$ cat src/rtl/pitl_pkg.sv
package pitl_pkg;
  localparam int PITL_NUM_TERM = 8;
  localparam int PITL_SEL_W = 5;
  // Function codes of the input selectors
  localparam logic [4:0] PITL_FN_NONE = 5'h00;
  localparam logic [4:0] PITL_FN_MS1 = 5'h01;
  localparam logic [4:0] PITL_FN_MS2 = 5'h02;
  localparam logic [4:0] PITL_FN_MS3 = 5'h03;
  localparam logic [4:0] PITL_FN_RESET = 5'h04;
  localparam logic [4:0] PITL_FN_COAST = 5'h05;
  localparam logic [4:0] PITL_FN_ESTOP = 5'h07;
  localparam logic [4:0] PITL_FN_HOLD = 5'h08;
  localparam logic [4:0] PITL_FN_JOG_FORWARD_INPUT = 5'h09;
  localparam logic [4:0] PITL_FN_JOG_REVERSE_INPUT = 5'h0A;
  localparam logic [4:0] PITL_FN_UP = 5'h0B;
  localparam logic [4:0] PITL_FN_DOWN = 5'h0C;
  localparam logic [4:0] PITL_FN_FWD = 5'h0D;
  localparam logic [4:0] PITL_FN_REV = 5'h0E;
  localparam logic [4:0] PITL_FN_STOP3 = 5'h0F;
  localparam logic [4:0] PITL_FN_RAMP2 = 5'h10;
  localparam logic [4:0] PITL_FN_PFAULT = 5'h11;
  localparam logic [4:0] PITL_FN_BCD = 5'h12;
  localparam logic [4:0] PITL_FN_OPEN = 5'h13;
  localparam logic [4:0] PITL_FN_CHAN = 5'h14;
  localparam logic [4:0] PITL_FN_CNT = 5'h15;
  localparam logic [4:0] PITL_FN_CLR = 5'h16;
  localparam logic [4:0] PITL_FN_PULSE = 5'h17;
  localparam logic [4:0] PITL_FN_MAX = 5'h17;
  // Selector values after reset
  localparam logic [39:0] PITL_SEL_RST = {5'h04, 5'h0E, 5'h0D, 5'h07, 5'h03, 5'h02, 5'h01, 5'h09};
  // Fault display codes
  localparam logic [1:0] PITL_FLT_NONE = 2'h0;
  localparam logic [1:0] PITL_FLT_ESTOP = 2'h1;
  localparam logic [1:0] PITL_FLT_PERIPH = 2'h2;
  // Register offsets
  localparam logic [3:0] PITL_ADDR_SEL_BASE = 4'h0;
  localparam logic [3:0] PITL_ADDR_CNT_DIV = 4'h8;
  localparam logic [3:0] PITL_ADDR_CNT_SET = 4'h9;
  localparam logic [3:0] PITL_ADDR_STATUS = 4'hA;
  localparam logic [3:0] PITL_ADDR_CNT_VAL = 4'hB;
  localparam logic [3:0] PITL_ADDR_PULSE = 4'hC;
  localparam logic [3:0] PITL_ADDR_CTRL = 4'hD;
  localparam logic [15:0] PITL_CNT_DIV_RST = 16'h0001;
  localparam logic [15:0] PITL_CNT_SET_RST = 16'h0008;
  // Timing
  localparam int PITL_CLK_MHZ = 100;
  localparam int PITL_DEB_US = 2;
  localparam int PITL_DEB_CYC = PITL_DEB_US * PITL_CLK_MHZ;
  localparam int PITL_GATE_MS = 1;
  localparam int PITL_GATE_CYC = PITL_GATE_MS * 1000 * PITL_CLK_MHZ;
endpackage

$ cat src/rtl/pitl_term_if.sv
`timescale 1ns/1ns
`default_nettype none
interface pitl_term_if;
  logic raw;
  logic level;
  logic rise;
  modport filt (input raw, output level, output rise);
  modport user (output raw, input level, input rise);
endinterface
`default_nettype wire

$ cat src/rtl/pitl_debounce.sv
`timescale 1ns/1ns
`default_nettype none
module pitl_debounce
  import pitl_pkg::*;
#(
  parameter int DEB_CYC = PITL_DEB_CYC
) (
  // Clock and reset
  input wire logic clk_sys,
  input wire logic rstn,
  // Terminal signals
  pitl_term_if.filt term
);
  localparam int CW = $clog2(DEB_CYC + 1);
  logic sync1_q;
  logic sync2_q;
  logic level_q;
  logic rise_q;
  logic [CW-1:0] cnt_q;

  // Two-stage synchroniser
  always_ff @(posedge clk_sys or negedge rstn) begin
    if (!rstn) begin
      sync1_q <= 1'b0;
      sync2_q <= 1'b0;
    end else begin
      sync1_q <= term.raw;
      sync2_q <= sync1_q;
    end
  end

  // Level accepted after a stable run
  always_ff @(posedge clk_sys or negedge rstn) begin
    if (!rstn) begin
      cnt_q <= '0;
      level_q <= 1'b0;
      rise_q <= 1'b0;
    end else begin
      rise_q <= 1'b0;
      if (sync2_q == level_q) begin
        cnt_q <= '0;
      end else if (cnt_q == CW'(DEB_CYC - 1)) begin
        cnt_q <= '0;
        level_q <= sync2_q;
        rise_q <= sync2_q;
      end else begin
        cnt_q <= cnt_q + 1'b1;
      end
    end
  end

  assign term.level = level_q;
  assign term.rise = rise_q;
endmodule
`default_nettype wire

$ cat src/rtl/pitl_top.sv
`timescale 1ns/1ns
`default_nettype none
// Behaviour
// - Eight terminals, each with its own function selector
// - Codes 1-3 form multi-speed bits; code 0 does nothing
// - Code 4 activation (rising edge) clears a latched fault and resets the drive
// - Code 5 active while running commands coast stop
// - Code 7 while running trips, latches emergency code; reset refused while held
// - Code 8 active freezes the ramp at present frequency
// - Codes 9 and 10 command forward and reverse jogging
// - Codes 11 and 12 give one up or down key step per activation
// - Codes 13, 14, 15 are forward, reverse and three-wire stop
// - Code 16 active selects second ramp time set
// - Code 17 in operation trips, latches peripheral code; reset refused while held
// - Code 18 makes the terminals a binary speed word, first is LSB
// - Code 19 open gives closed loop, closed gives open loop
// - Code 20 switches compound control to single second voltage channel
// - Code 21 counts each terminal pulse
// - Code 22 active clears the counter
// - Code 23 on first selector only gives pulse-frequency setpoint, edges per gate times 1000, not clamped
// - Duplicate function assignment rejected except code 0 and binary speed
// - Counter divides pulses, flags set count, restarts from zero
module pitl_top
  import pitl_pkg::*;
#(
  parameter int NUM_TERM = PITL_NUM_TERM,
  parameter int DEB_CYC = PITL_DEB_CYC,
  parameter int GATE_CYC = PITL_GATE_CYC
) (
  // Clock and reset
  input wire logic clk_sys,
  input wire logic rstn,
  // Terminals, low when closed to common
  input wire logic [NUM_TERM-1:0] programmable_inputs_n,
  // Drive state
  input wire logic drive_running,
  // Register port
  input wire logic [3:0] reg_addr,
  input wire logic [31:0] reg_wdata,
  input wire logic reg_wr,
  input wire logic reg_rd,
  output logic [31:0] reg_rdata,
  // Decoded commands
  output logic [2:0] multi_speed_sel,
  output logic drive_reset,
  output logic coast_stop,
  output logic output_cut,
  output logic [1:0] fault_code,
  output logic ramp_hold,
  output logic jog_forward_input,
  output logic jog_reverse_input,
  output logic freq_up_step,
  output logic freq_down_step,
  output logic forward_run_input,
  output logic reverse_run_input,
  output logic three_wire_stop,
  output logic ramp_set_second,
  output logic [NUM_TERM-1:0] binary_speed_word,
  output logic binary_speed_en,
  output logic open_loop_sel,
  output logic single_channel_sel,
  output logic count_reached,
  output logic pulse_setpoint_en,
  output logic [15:0] pulse_freq_hz
);
  logic [NUM_TERM-1:0] act;
  logic [NUM_TERM-1:0] rise;
  logic [4:0] sel_q [NUM_TERM];
  logic [NUM_TERM-1:0] hit [32];
  logic [31:0] fn_on;
  logic [31:0] fn_rise;
  logic [15:0] div_q;
  logic [15:0] set_q;
  logic [15:0] pre_q;
  logic [15:0] cnt_q;
  logic [15:0] pcnt_q;
  logic [31:0] gate_q;
  logic [1:0] flt_q;
  logic wr_ok;

  // Per terminal filter and selector decode
  genvar gi;
  generate
    for (gi = 0; gi < NUM_TERM; gi++) begin : g_term
      pitl_term_if tif ();
      assign tif.raw = ~programmable_inputs_n[gi];
      pitl_debounce #(.DEB_CYC(DEB_CYC)) u_deb (
        .clk_sys(clk_sys),
        .rstn(rstn),
        .term(tif)
      );
      assign act[gi] = tif.level;
      assign rise[gi] = tif.rise;
    end
  endgenerate

  // Function matrix: which terminals hold each code
  always_comb begin
    for (int f = 0; f < 32; f++) begin
      for (int t = 0; t < NUM_TERM; t++) begin
        hit[f][t] = (sel_q[t] == 5'(f));
      end
      fn_on[f] = |(hit[f] & act);
      fn_rise[f] = |(hit[f] & rise);
    end
  end

  // Write check: range, terminal one only for pulse, no duplicates except codes 0 and 18
  always_comb begin
    wr_ok = (reg_wdata[4:0] <= PITL_FN_MAX);
    if (reg_wdata[4:0] == PITL_FN_PULSE && reg_addr != PITL_ADDR_SEL_BASE) begin
      wr_ok = 1'b0;
    end
    for (int t = 0; t < NUM_TERM; t++) begin
      if (4'(t) != reg_addr && sel_q[t] == reg_wdata[4:0] && reg_wdata[4:0] != PITL_FN_NONE
          && reg_wdata[4:0] != PITL_FN_BCD) begin
        wr_ok = 1'b0;
      end
    end
  end

  // Selector registers
  always_ff @(posedge clk_sys or negedge rstn) begin
    if (!rstn) begin
      for (int t = 0; t < NUM_TERM; t++) begin
        sel_q[t] <= PITL_SEL_RST[t*5 +: 5];
      end
    end else if (reg_wr && reg_addr < 4'(NUM_TERM) && wr_ok) begin
      sel_q[reg_addr[2:0]] <= reg_wdata[4:0];
    end
  end

  // Counter configuration
  always_ff @(posedge clk_sys or negedge rstn) begin
    if (!rstn) begin
      div_q <= PITL_CNT_DIV_RST;
      set_q <= PITL_CNT_SET_RST;
    end else if (reg_wr) begin
      if (reg_addr == PITL_ADDR_CNT_DIV && reg_wdata[15:0] != 16'h0000) begin
        div_q <= reg_wdata[15:0];
      end
      if (reg_addr == PITL_ADDR_CNT_SET && reg_wdata[15:0] != 16'h0000) begin
        set_q <= reg_wdata[15:0];
      end
    end
  end

  // Fault latch; trips win, reset only once the trip input is gone
  always_ff @(posedge clk_sys or negedge rstn) begin
    if (!rstn) begin
      flt_q <= PITL_FLT_NONE;
      drive_reset <= 1'b0;
    end else begin
      drive_reset <= 1'b0;
      if (fn_on[PITL_FN_ESTOP] && drive_running) begin
        flt_q <= PITL_FLT_ESTOP;
      end else if (fn_on[PITL_FN_PFAULT] && drive_running) begin
        flt_q <= PITL_FLT_PERIPH;
      end else if (fn_rise[PITL_FN_RESET] && flt_q != PITL_FLT_NONE
                   && !fn_on[PITL_FN_ESTOP] && !fn_on[PITL_FN_PFAULT]) begin
        flt_q <= PITL_FLT_NONE;
        drive_reset <= 1'b1;
      end
    end
  end

  // Level commands
  always_ff @(posedge clk_sys or negedge rstn) begin
    if (!rstn) begin
      multi_speed_sel <= 3'h0;
      coast_stop <= 1'b0;
      output_cut <= 1'b0;
      fault_code <= PITL_FLT_NONE;
      ramp_hold <= 1'b0;
      jog_forward_input <= 1'b0;
      jog_reverse_input <= 1'b0;
      forward_run_input <= 1'b0;
      reverse_run_input <= 1'b0;
      three_wire_stop <= 1'b0;
      ramp_set_second <= 1'b0;
      binary_speed_word <= '0;
      binary_speed_en <= 1'b0;
      open_loop_sel <= 1'b0;
      single_channel_sel <= 1'b0;
      pulse_setpoint_en <= 1'b0;
    end else begin
      multi_speed_sel <= {fn_on[PITL_FN_MS3], fn_on[PITL_FN_MS2], fn_on[PITL_FN_MS1]};
      coast_stop <= fn_on[PITL_FN_COAST] && drive_running;
      output_cut <= (flt_q != PITL_FLT_NONE);
      fault_code <= flt_q;
      ramp_hold <= fn_on[PITL_FN_HOLD];
      jog_forward_input <= fn_on[PITL_FN_JOG_FORWARD_INPUT];
      jog_reverse_input <= fn_on[PITL_FN_JOG_REVERSE_INPUT];
      forward_run_input <= fn_on[PITL_FN_FWD];
      reverse_run_input <= fn_on[PITL_FN_REV];
      three_wire_stop <= fn_on[PITL_FN_STOP3];
      ramp_set_second <= fn_on[PITL_FN_RAMP2];
      binary_speed_en <= |hit[PITL_FN_BCD];
      binary_speed_word <= (|hit[PITL_FN_BCD]) ? act : '0;
      open_loop_sel <= fn_on[PITL_FN_OPEN];
      single_channel_sel <= fn_on[PITL_FN_CHAN];
      pulse_setpoint_en <= (sel_q[0] == PITL_FN_PULSE);
    end
  end

  // Key step pulses, one per activation
  always_ff @(posedge clk_sys or negedge rstn) begin
    if (!rstn) begin
      freq_up_step <= 1'b0;
      freq_down_step <= 1'b0;
    end else begin
      freq_up_step <= fn_rise[PITL_FN_UP];
      freq_down_step <= fn_rise[PITL_FN_DOWN];
    end
  end

  // Divided pulse counter with set-count flag
  always_ff @(posedge clk_sys or negedge rstn) begin
    if (!rstn) begin
      pre_q <= 16'h0000;
      cnt_q <= 16'h0000;
      count_reached <= 1'b0;
    end else begin
      count_reached <= 1'b0;
      if (fn_on[PITL_FN_CLR]) begin
        pre_q <= 16'h0000;
        cnt_q <= 16'h0000;
      end else if (fn_rise[PITL_FN_CNT]) begin
        if (pre_q + 16'h0001 >= div_q) begin
          pre_q <= 16'h0000;
          if (cnt_q + 16'h0001 >= set_q) begin
            cnt_q <= 16'h0000;
            count_reached <= 1'b1;
          end else begin
            cnt_q <= cnt_q + 16'h0001;
          end
        end else begin
          pre_q <= pre_q + 16'h0001;
        end
      end
    end
  end

  // Pulse frequency meter over a fixed gate on the first terminal
  always_ff @(posedge clk_sys or negedge rstn) begin
    if (!rstn) begin
      gate_q <= 32'h0000_0000;
      pcnt_q <= 16'h0000;
      pulse_freq_hz <= 16'h0000;
    end else if (sel_q[0] != PITL_FN_PULSE) begin
      gate_q <= 32'h0000_0000;
      pcnt_q <= 16'h0000;
      pulse_freq_hz <= 16'h0000;
    end else if (gate_q == 32'(GATE_CYC - 1)) begin
      gate_q <= 32'h0000_0000;
      pcnt_q <= rise[0] ? 16'h0001 : 16'h0000; // Boundary edge opens next gate
      pulse_freq_hz <= 16'((32'(pcnt_q) * 32'd1000) / 32'(PITL_GATE_MS));
    end else begin
      gate_q <= gate_q + 32'h0000_0001;
      if (rise[0] && pcnt_q != 16'hFFFF) begin
        pcnt_q <= pcnt_q + 16'h0001;
      end
    end
  end

  // Register read
  always_ff @(posedge clk_sys or negedge rstn) begin
    if (!rstn) begin
      reg_rdata <= 32'h0000_0000;
    end else begin
      reg_rdata <= 32'h0000_0000;
      if (reg_rd) begin
        if (reg_addr < 4'(NUM_TERM)) begin
          reg_rdata <= {27'h0, sel_q[reg_addr[2:0]]};
        end else begin
          case (reg_addr)
            PITL_ADDR_CNT_DIV: reg_rdata <= {16'h0, div_q};
            PITL_ADDR_CNT_SET: reg_rdata <= {16'h0, set_q};
            PITL_ADDR_STATUS: reg_rdata <= {22'h0, flt_q, act};
            PITL_ADDR_CNT_VAL: reg_rdata <= {16'h0, cnt_q};
            PITL_ADDR_PULSE: reg_rdata <= {16'h0, pulse_freq_hz};
            default: reg_rdata <= 32'h0000_0000;
          endcase
        end
      end
    end
  end

  // Checks
  a_fault_refuse: assert property (@(posedge clk_sys) disable iff (!rstn)
    fn_on[PITL_FN_ESTOP] |=> !drive_reset) else $error("reset during estop");
  a_estop_latch: assert property (@(posedge clk_sys) disable iff (!rstn)
    fn_on[PITL_FN_ESTOP] && drive_running |=> ##1 output_cut && fault_code == PITL_FLT_ESTOP)
    else $error("estop not latched");
  a_up_step: assert property (@(posedge clk_sys) disable iff (!rstn)
    fn_rise[PITL_FN_UP] |=> freq_up_step ##1 !freq_up_step) else $error("up step");
  a_hold_follow: assert property (@(posedge clk_sys) disable iff (!rstn)
    ramp_hold == $past(fn_on[PITL_FN_HOLD])) else $error("hold");
  a_bcd_word: assert property (@(posedge clk_sys) disable iff (!rstn)
    (|hit[PITL_FN_BCD]) |=> binary_speed_word == $past(act)) else $error("bcd");
  a_clr_count: assert property (@(posedge clk_sys) disable iff (!rstn)
    fn_on[PITL_FN_CLR] |=> cnt_q == 16'h0000) else $error("clear");
  a_reach_wrap: assert property (@(posedge clk_sys) disable iff (!rstn)
    count_reached |-> cnt_q == 16'h0000) else $error("wrap");
  a_ramp_sel: assert property (@(posedge clk_sys) disable iff (!rstn)
    fn_on[PITL_FN_RAMP2] |=> ramp_set_second) else $error("ramp set");
  a_pulse_first: assert property (@(posedge clk_sys) disable iff (!rstn)
    sel_q[1] != PITL_FN_PULSE) else $error("pulse on t2");
  c_reset: cover property (@(posedge clk_sys) disable iff (!rstn) drive_reset);
  c_reach: cover property (@(posedge clk_sys) disable iff (!rstn) count_reached);
  c_periph: cover property (@(posedge clk_sys) disable iff (!rstn) fault_code == PITL_FLT_PERIPH);
endmodule
`default_nettype wire

$ cat config.mk
export PLATFORM = sky130hd
export DESIGN_NAME = pitl_top
export DESIGN_NICKNAME = d
export VERILOG_FILES = /design/src/rtl/pitl_pkg.sv /design/src/rtl/pitl_term_if.sv /design/src/rtl/pitl_debounce.sv /design/src/rtl/pitl_top.sv
export SDC_FILE = /design/constraint.sdc
export NUM_CORES = 1
export LEC_CHECK = 0
export ABC_AREA = 1
export BUFFER_PORTS_ARGS = -buffer_cell sky130_fd_sc_hd__buf_2
export CORE_MARGIN = 5
export CORE_UTILIZATION = 60
export CTS_CLUSTER_SIZE = 24
export DETAILED_ROUTE_END_ITERATION = 8
export PLACE_DENSITY = 0.88
export SLEW_MARGIN = 20
export SYNTH_ARGS = -nofsm -noshare
export SYNTH_HDL_FRONTEND = slang
export SYNTH_SLANG_ARGS = --single-unit
$ cat constraint.sdc
create_clock -name clk_sys -period 4.7 [get_ports clk_sys]
set_input_delay 0.94 -clock clk_sys [delete_from_list [all_inputs] [get_ports clk_sys]]
set_output_delay 0.94 -clock clk_sys [all_outputs]
set_load 0.05 [all_outputs]
==> Yosys cells after proc, flatten, opt, wreduce, memory -nomap -nowiden <==
Cells that the tools add are included.
{ "word_totals": {"register_bits": 328, "input_bits": 49, "output_inout_bits": 78, "elab_cells": 499} }
{ "classes": {"add_sub_neg": 12, "n_mul": 1, "n_lt_le_gt_ge": 6, "eq_ne": 210, "n_mux": 76, "n_bitwise": 37, "reduce_logical": 80} }
{ "ops": {"columns": ["op", "n"], "rows": [
  ["$eq 5x4->1 const B", 64],
  ["$eq 5x5->1 const B", 58],
  ["$mux 16", 14],
  ["$reduce_or 8->1", 21],
  ["$and 8x8->8", 20],
  ["$mux 8", 17],
  ["$eq 5x3->1 const B", 24],
  ["$eq 5x2->1 const B", 16],
  ["$pmux 16 s5", 1],
  ["$add 8x1->8 const B", 8],
  ["$eq 8x8->1 const B", 8],
  ["$mux 32", 2],
  ["$add 16x1->16 const B", 3],
  ["$bwmux 40", 1],
  ["$eq 5x1->1 const B", 8],
  ["$eq 5x5->1", 8],
  ["$logic_and 1x1->1", 37],
  ["$mux 1", 33],
  ["$add 32x1->32 const B", 1],
  ["$eq 32x17->1 const B", 1],
  ["$ge 16x16->1", 2],
  ["$reduce_and 2->1", 11],
  ["$eq 4x4->1 const B", 5],
  ["$mul 16x7->13 const B", 1],
  ["22 further kinds", 58]
]} }

==> Depth between registers and ports, before layout <==
{ "depth": {"word_depth": 13, "depth_mapped": 18, "ltp_nobuf": 17} }

==> Hierarchy <==
A second synthesis with hierarchy kept.
{ "hier_totals": {"hier_cells": 2691, "area_unflattened_um2": 19825.3} }
{ "modules_own_cells": {"columns": ["mod", "instances", "cells_per_inst", "area_each_um2"], "rows": [
  ["pitl_top", 1, 2227, 15581.2],
  ["pitl_debounce", 8, 58, 530.5]
]} }

==> Least setup slack after synthesis <==
OpenSTA, ideal clock, no wires.
{ "synth_path": {"path_type": "flip-flop to flip-flop", "from": "register pcnt_q[5]", "to": "register pulse_freq_hz[14]", "setup_time_ns": 0.130, "arrival_ns": 3.681, "t_required_ns": 4.570, "slack_ns": 0.889, "stages_incl_launch_ff": 14, "path_buffers": 0, "period_less_slack_ns": 3.811, "path_cell_list": "dfrtp_1 > inv_1 > fa_1 > fa_1 > inv_1 > fa_1 > inv_1 > fa_1 > inv_1 > ha_1 > inv_1 > o311ai_0 > xor2_1 > o21ai_0"} }
{ "synth_between": {"elab_chain_len": 3} }
{ "synth_lines": {"columns": ["item", "line_no", "text"], "rows": [
  ["from (decl)", "pitl_top.sv:76", "logic [15:0] pcnt_q;"],
  ["from (signal assigned)", "pitl_top.sv:256", "pcnt_q <= rise[0] ? 16'h0001 : 16'h0000;"],
  ["from (signal assigned)", "pitl_top.sv:261", "pcnt_q <= pcnt_q + 16'h0001;"],
  ["$mul 16x7->13", "pitl_top.sv:257", "pulse_freq_hz <= 16'((32'(pcnt_q) * 32'd1000) / 32'(PITL_GATE_MS));"],
  ["$mux 16", "pitl_top.sv:254", "end else if (gate_q == 32'(GATE_CYC - 1)) begin"],
  ["$mux 16", "pitl_top.sv:250", "end else if (sel_q[0] != PITL_FN_PULSE) begin"],
  ["to (signal assigned)", "pitl_top.sv:257", null],
  ["to (decl)", "pitl_top.sv:64", "output logic [15:0] pulse_freq_hz"]
]} }
No other way between the ends. The select of a mux whose other input is x is not followed.
A chain may end at the register's enable or synchronous reset.

==> Worst setup path after layout <==
{ "layout_path": {"from": "register pcnt_q[0]", "to": "register pulse_freq_hz[12]"} }
Same word-level chain as after synthesis.

==> flow_summary.toml <==
[setup_path]
cp.required_ns = 5.08
path_max_fanout = 8
reg2regPathDepth = 17
critPathArrivalTime_ns = 4.67
r2r_start = "pcnt_q[0]"
critPathCaptureType = "register"
reg2reg_to = "pulse_freq_hz[12]"
timing_worst_setup_path_type = "register to register"
r2r_setup_slack_ns = 0.41
critPathLaunchType = "register"

[clocking]
cts_root_buf = "clkbuf_16"
clk_pin_slew_ns = 0.06
post_cts_buffers = 0
clk_path_buf_depth = 3
htreeDepth = 2
cts_tree = "built"
cts_sinks = 309
cts_buffers = 35
clock_latency_ns = 0.54
ctsResizeCount = 0
cts_hold_buf = 0

[timing]
final_hold_viol_count = 0
period_needed_ns = 4.29
max_slew.worst_pin.slew_ns = 0.988
drv_slew = 0
rsz0062_at_grt = "no"
skew_ns = 0.0241
period_share_pct = 91.4
relSlewSlack_pct = 33.9
setup_viol = 0
worst_hold_slack_ns = 0.348
final.setup.tns_ns = 0
max_freq_ghz = 0.233
layout_setup_ws_ns = 0.406

[synth]
ys_warn_count = 0
synth_edf_count = 0
synth_area_per_cell_um2 = 7.48
syn_inst = 2595
ys_seq_elements = 309
synth.cell_area_mm2 = 0.0194
synth_flop_cell = "dfrtp_1"
yosysSeqAreaShare_pct = 40.0
synth_cell_types = 59
async_flop_share_pct = 100

[run]
timing.max_cap.violations = 0

[finish]
final_common_cell = "nand2_1"
multiInputGateArea_mm2 = 0.00967
seqCellArea_mm2 = 0.00775
layout.nets = 2817
utilization_pct = 66.9
final_cell_mix = "nand2_1, inv_1, nor2_1"
layout-area-overhead-vs-synth_pct = 9.35
drive_gt1_share_pct = 8.37
antennaDiodeCount = 0
fillCellCount = 2695

[min_path]
min-delay-start = "g_term[0].u_deb.sync1_q"
hp-class = "register to register"
hold_end = "g_term[0].u_deb.sync2_q"
worst_hold_path.num_cells = 0

[placement]
gp_congestion = 1.05
port-buffer-count = 91
dpl_worst_slack_ns = 0.520
dp.final_hpwl_um = 47000

[floorplanning]
die_h_um = 190
dieArea_mm2 = 0.0360
die_width_um = 190
ioPinCount = 127
core_mm2 = 0.0317
start_util_pct = 61.2
num_rows = 65

[routing]
drt-pass1-iter-count = 6
drtIter0Drc = 2039
via_per_inst = 5.96
wire_per_inst_um = 19.7
antenna_left = 0
vias = 18500
route.detailed.drc = 0
routed_wl_um = 61000

[global_routing]
grt_pass1_vias = 18000
grt_max_degree = 112
grt_pass1_wl_um = 97000
gr-total-overflow = 0
grt_usage_pct = 33.7
antenna_found_initial = 1

[power]
p_leak_nw = 10.8
p_per_area_mw_per_mm2 = 357
ir_drop_mv = 0.306

[outcome]
status = "finished, final reports clean"
flip-flops by register name, indices dropped and copies added, names as in the netlist, 3 cells and up:
| signal | flops |
|---|---|
| reg_rdata | 16 |
| binary_speed_word | 8 |
| pre_q | 16 |
| g_term.u_deb.cnt_q | 64 |
| multi_speed_sel | 3 |
| div_q | 16 |
| g_term.u_deb.sync2_q | 8 |
| gate_q | 32 |
| g_term.u_deb.term.level | 8 |
| cnt_q | 16 |
| g_term.u_deb.term.rise | 8 |
| set_q | 16 |
| pcnt_q | 16 |
| sel_q | 40 |
| g_term.u_deb.sync1_q | 8 |
| pulse_freq_hz | 13 |
cells in the mapped netlist (all sizes together), types with 36 or more instances:
cell type  count  area (um^2)
o21ai        143          716
nor2         308         1170
a21oi         75          383
nand2        616         2330
dfrtp        291         7280
nand4         90          584
nand3        151          806
inv          408         1530
nor3          89          445
buf           66          460
ha            70          876
xor2          55          482
o22ai         36          225
area by class of cell:
type | instances | area share (%)
Clock buffer | 51 | 4.79
Clock inverter | 13 | 0.784
Inverter | 408 | 7.22
Multi-Input combinational cell | 1814 | 45.6
Sequential cell | 309 | 36.5
Tap cell | 402 | 2.37
Timing Repair Buffer | 104 | 2.71
stage by stage:
step	power (mW)	std cells	cell area (um^2)
global route	7.92	3101	21200
global placement	4.75	3037	20000
floorplan	4.29	2613	19500
CTS	7.54	3101	21200
finish	7.58	3101	21200
detailed placement	4.78	3037	20000
worst max path at each step:
stage,startpoint,to,cells after the start,slack (ns)
finish,pcnt_q[0],pulse_freq_hz[12],17,0.41
CTS,pcnt_q[5],pulse_freq_hz[14],13,0.50
global route,pcnt_q[0],pulse_freq_hz[12],17,0.22
detailed placement,pcnt_q[5],pulse_freq_hz[14],13,0.52
floorplan,pcnt_q[5],pulse_freq_hz[14],13,0.89
global placement,pcnt_q[5],pulse_freq_hz[15],16,0.67
kinds of logic (layout without fill, tap and decap cells):
family,after synthesis,count (layout),synth area share (%)
other,1,19,0.0193
AOI/OAI and AO/OA,321,321,9.68
xor gates and xnor gates,70,70,3.20
adders and majority gates,96,96,7.20
and+or+nand+nor,1308,1308,29.4
DFF,309,309,40.0
buffers and inverters,490,576,10.6
worst max-delay path: stages, from the launching register on:
cell and delay (ns):
dfrtp_1 0.49, fa_1 0.65, xor2_1 0.17, ha_1 0.25, inv_1 0.07, fa_1 0.43, fa_1 0.51, inv_1 0.04
ha_1 0.36, nand2_1 0.08, o21ai_0 0.40, nand2_1 0.17, nand2_1 0.12, nand2_1 0.08, nand2_1 0.10, nand2_1 0.07
nand3_1 0.08, o21ai_0 0.08
metal layers:
layer / vias up / track usage [%] / wire [um]
met5: - / 0 / 13
met3: 166 / 5.80 / 5230
met2: 922 / 54.8 / 27900
met4: 2 / 10.9 / 2330
met1: 8849 / 46.2 / 25500
li1: 8553 / - / -
power by group:
part	internal [mW]	switching [mW]	leakage [nW]	total, mW
Clock	1.63	1.13	0.570	2.77
Sequential	2.92	0.370	4.13	3.29
Combinational	0.377	1.16	6.10	1.53
No activity file was read; power rests on OpenSTA's default activity.
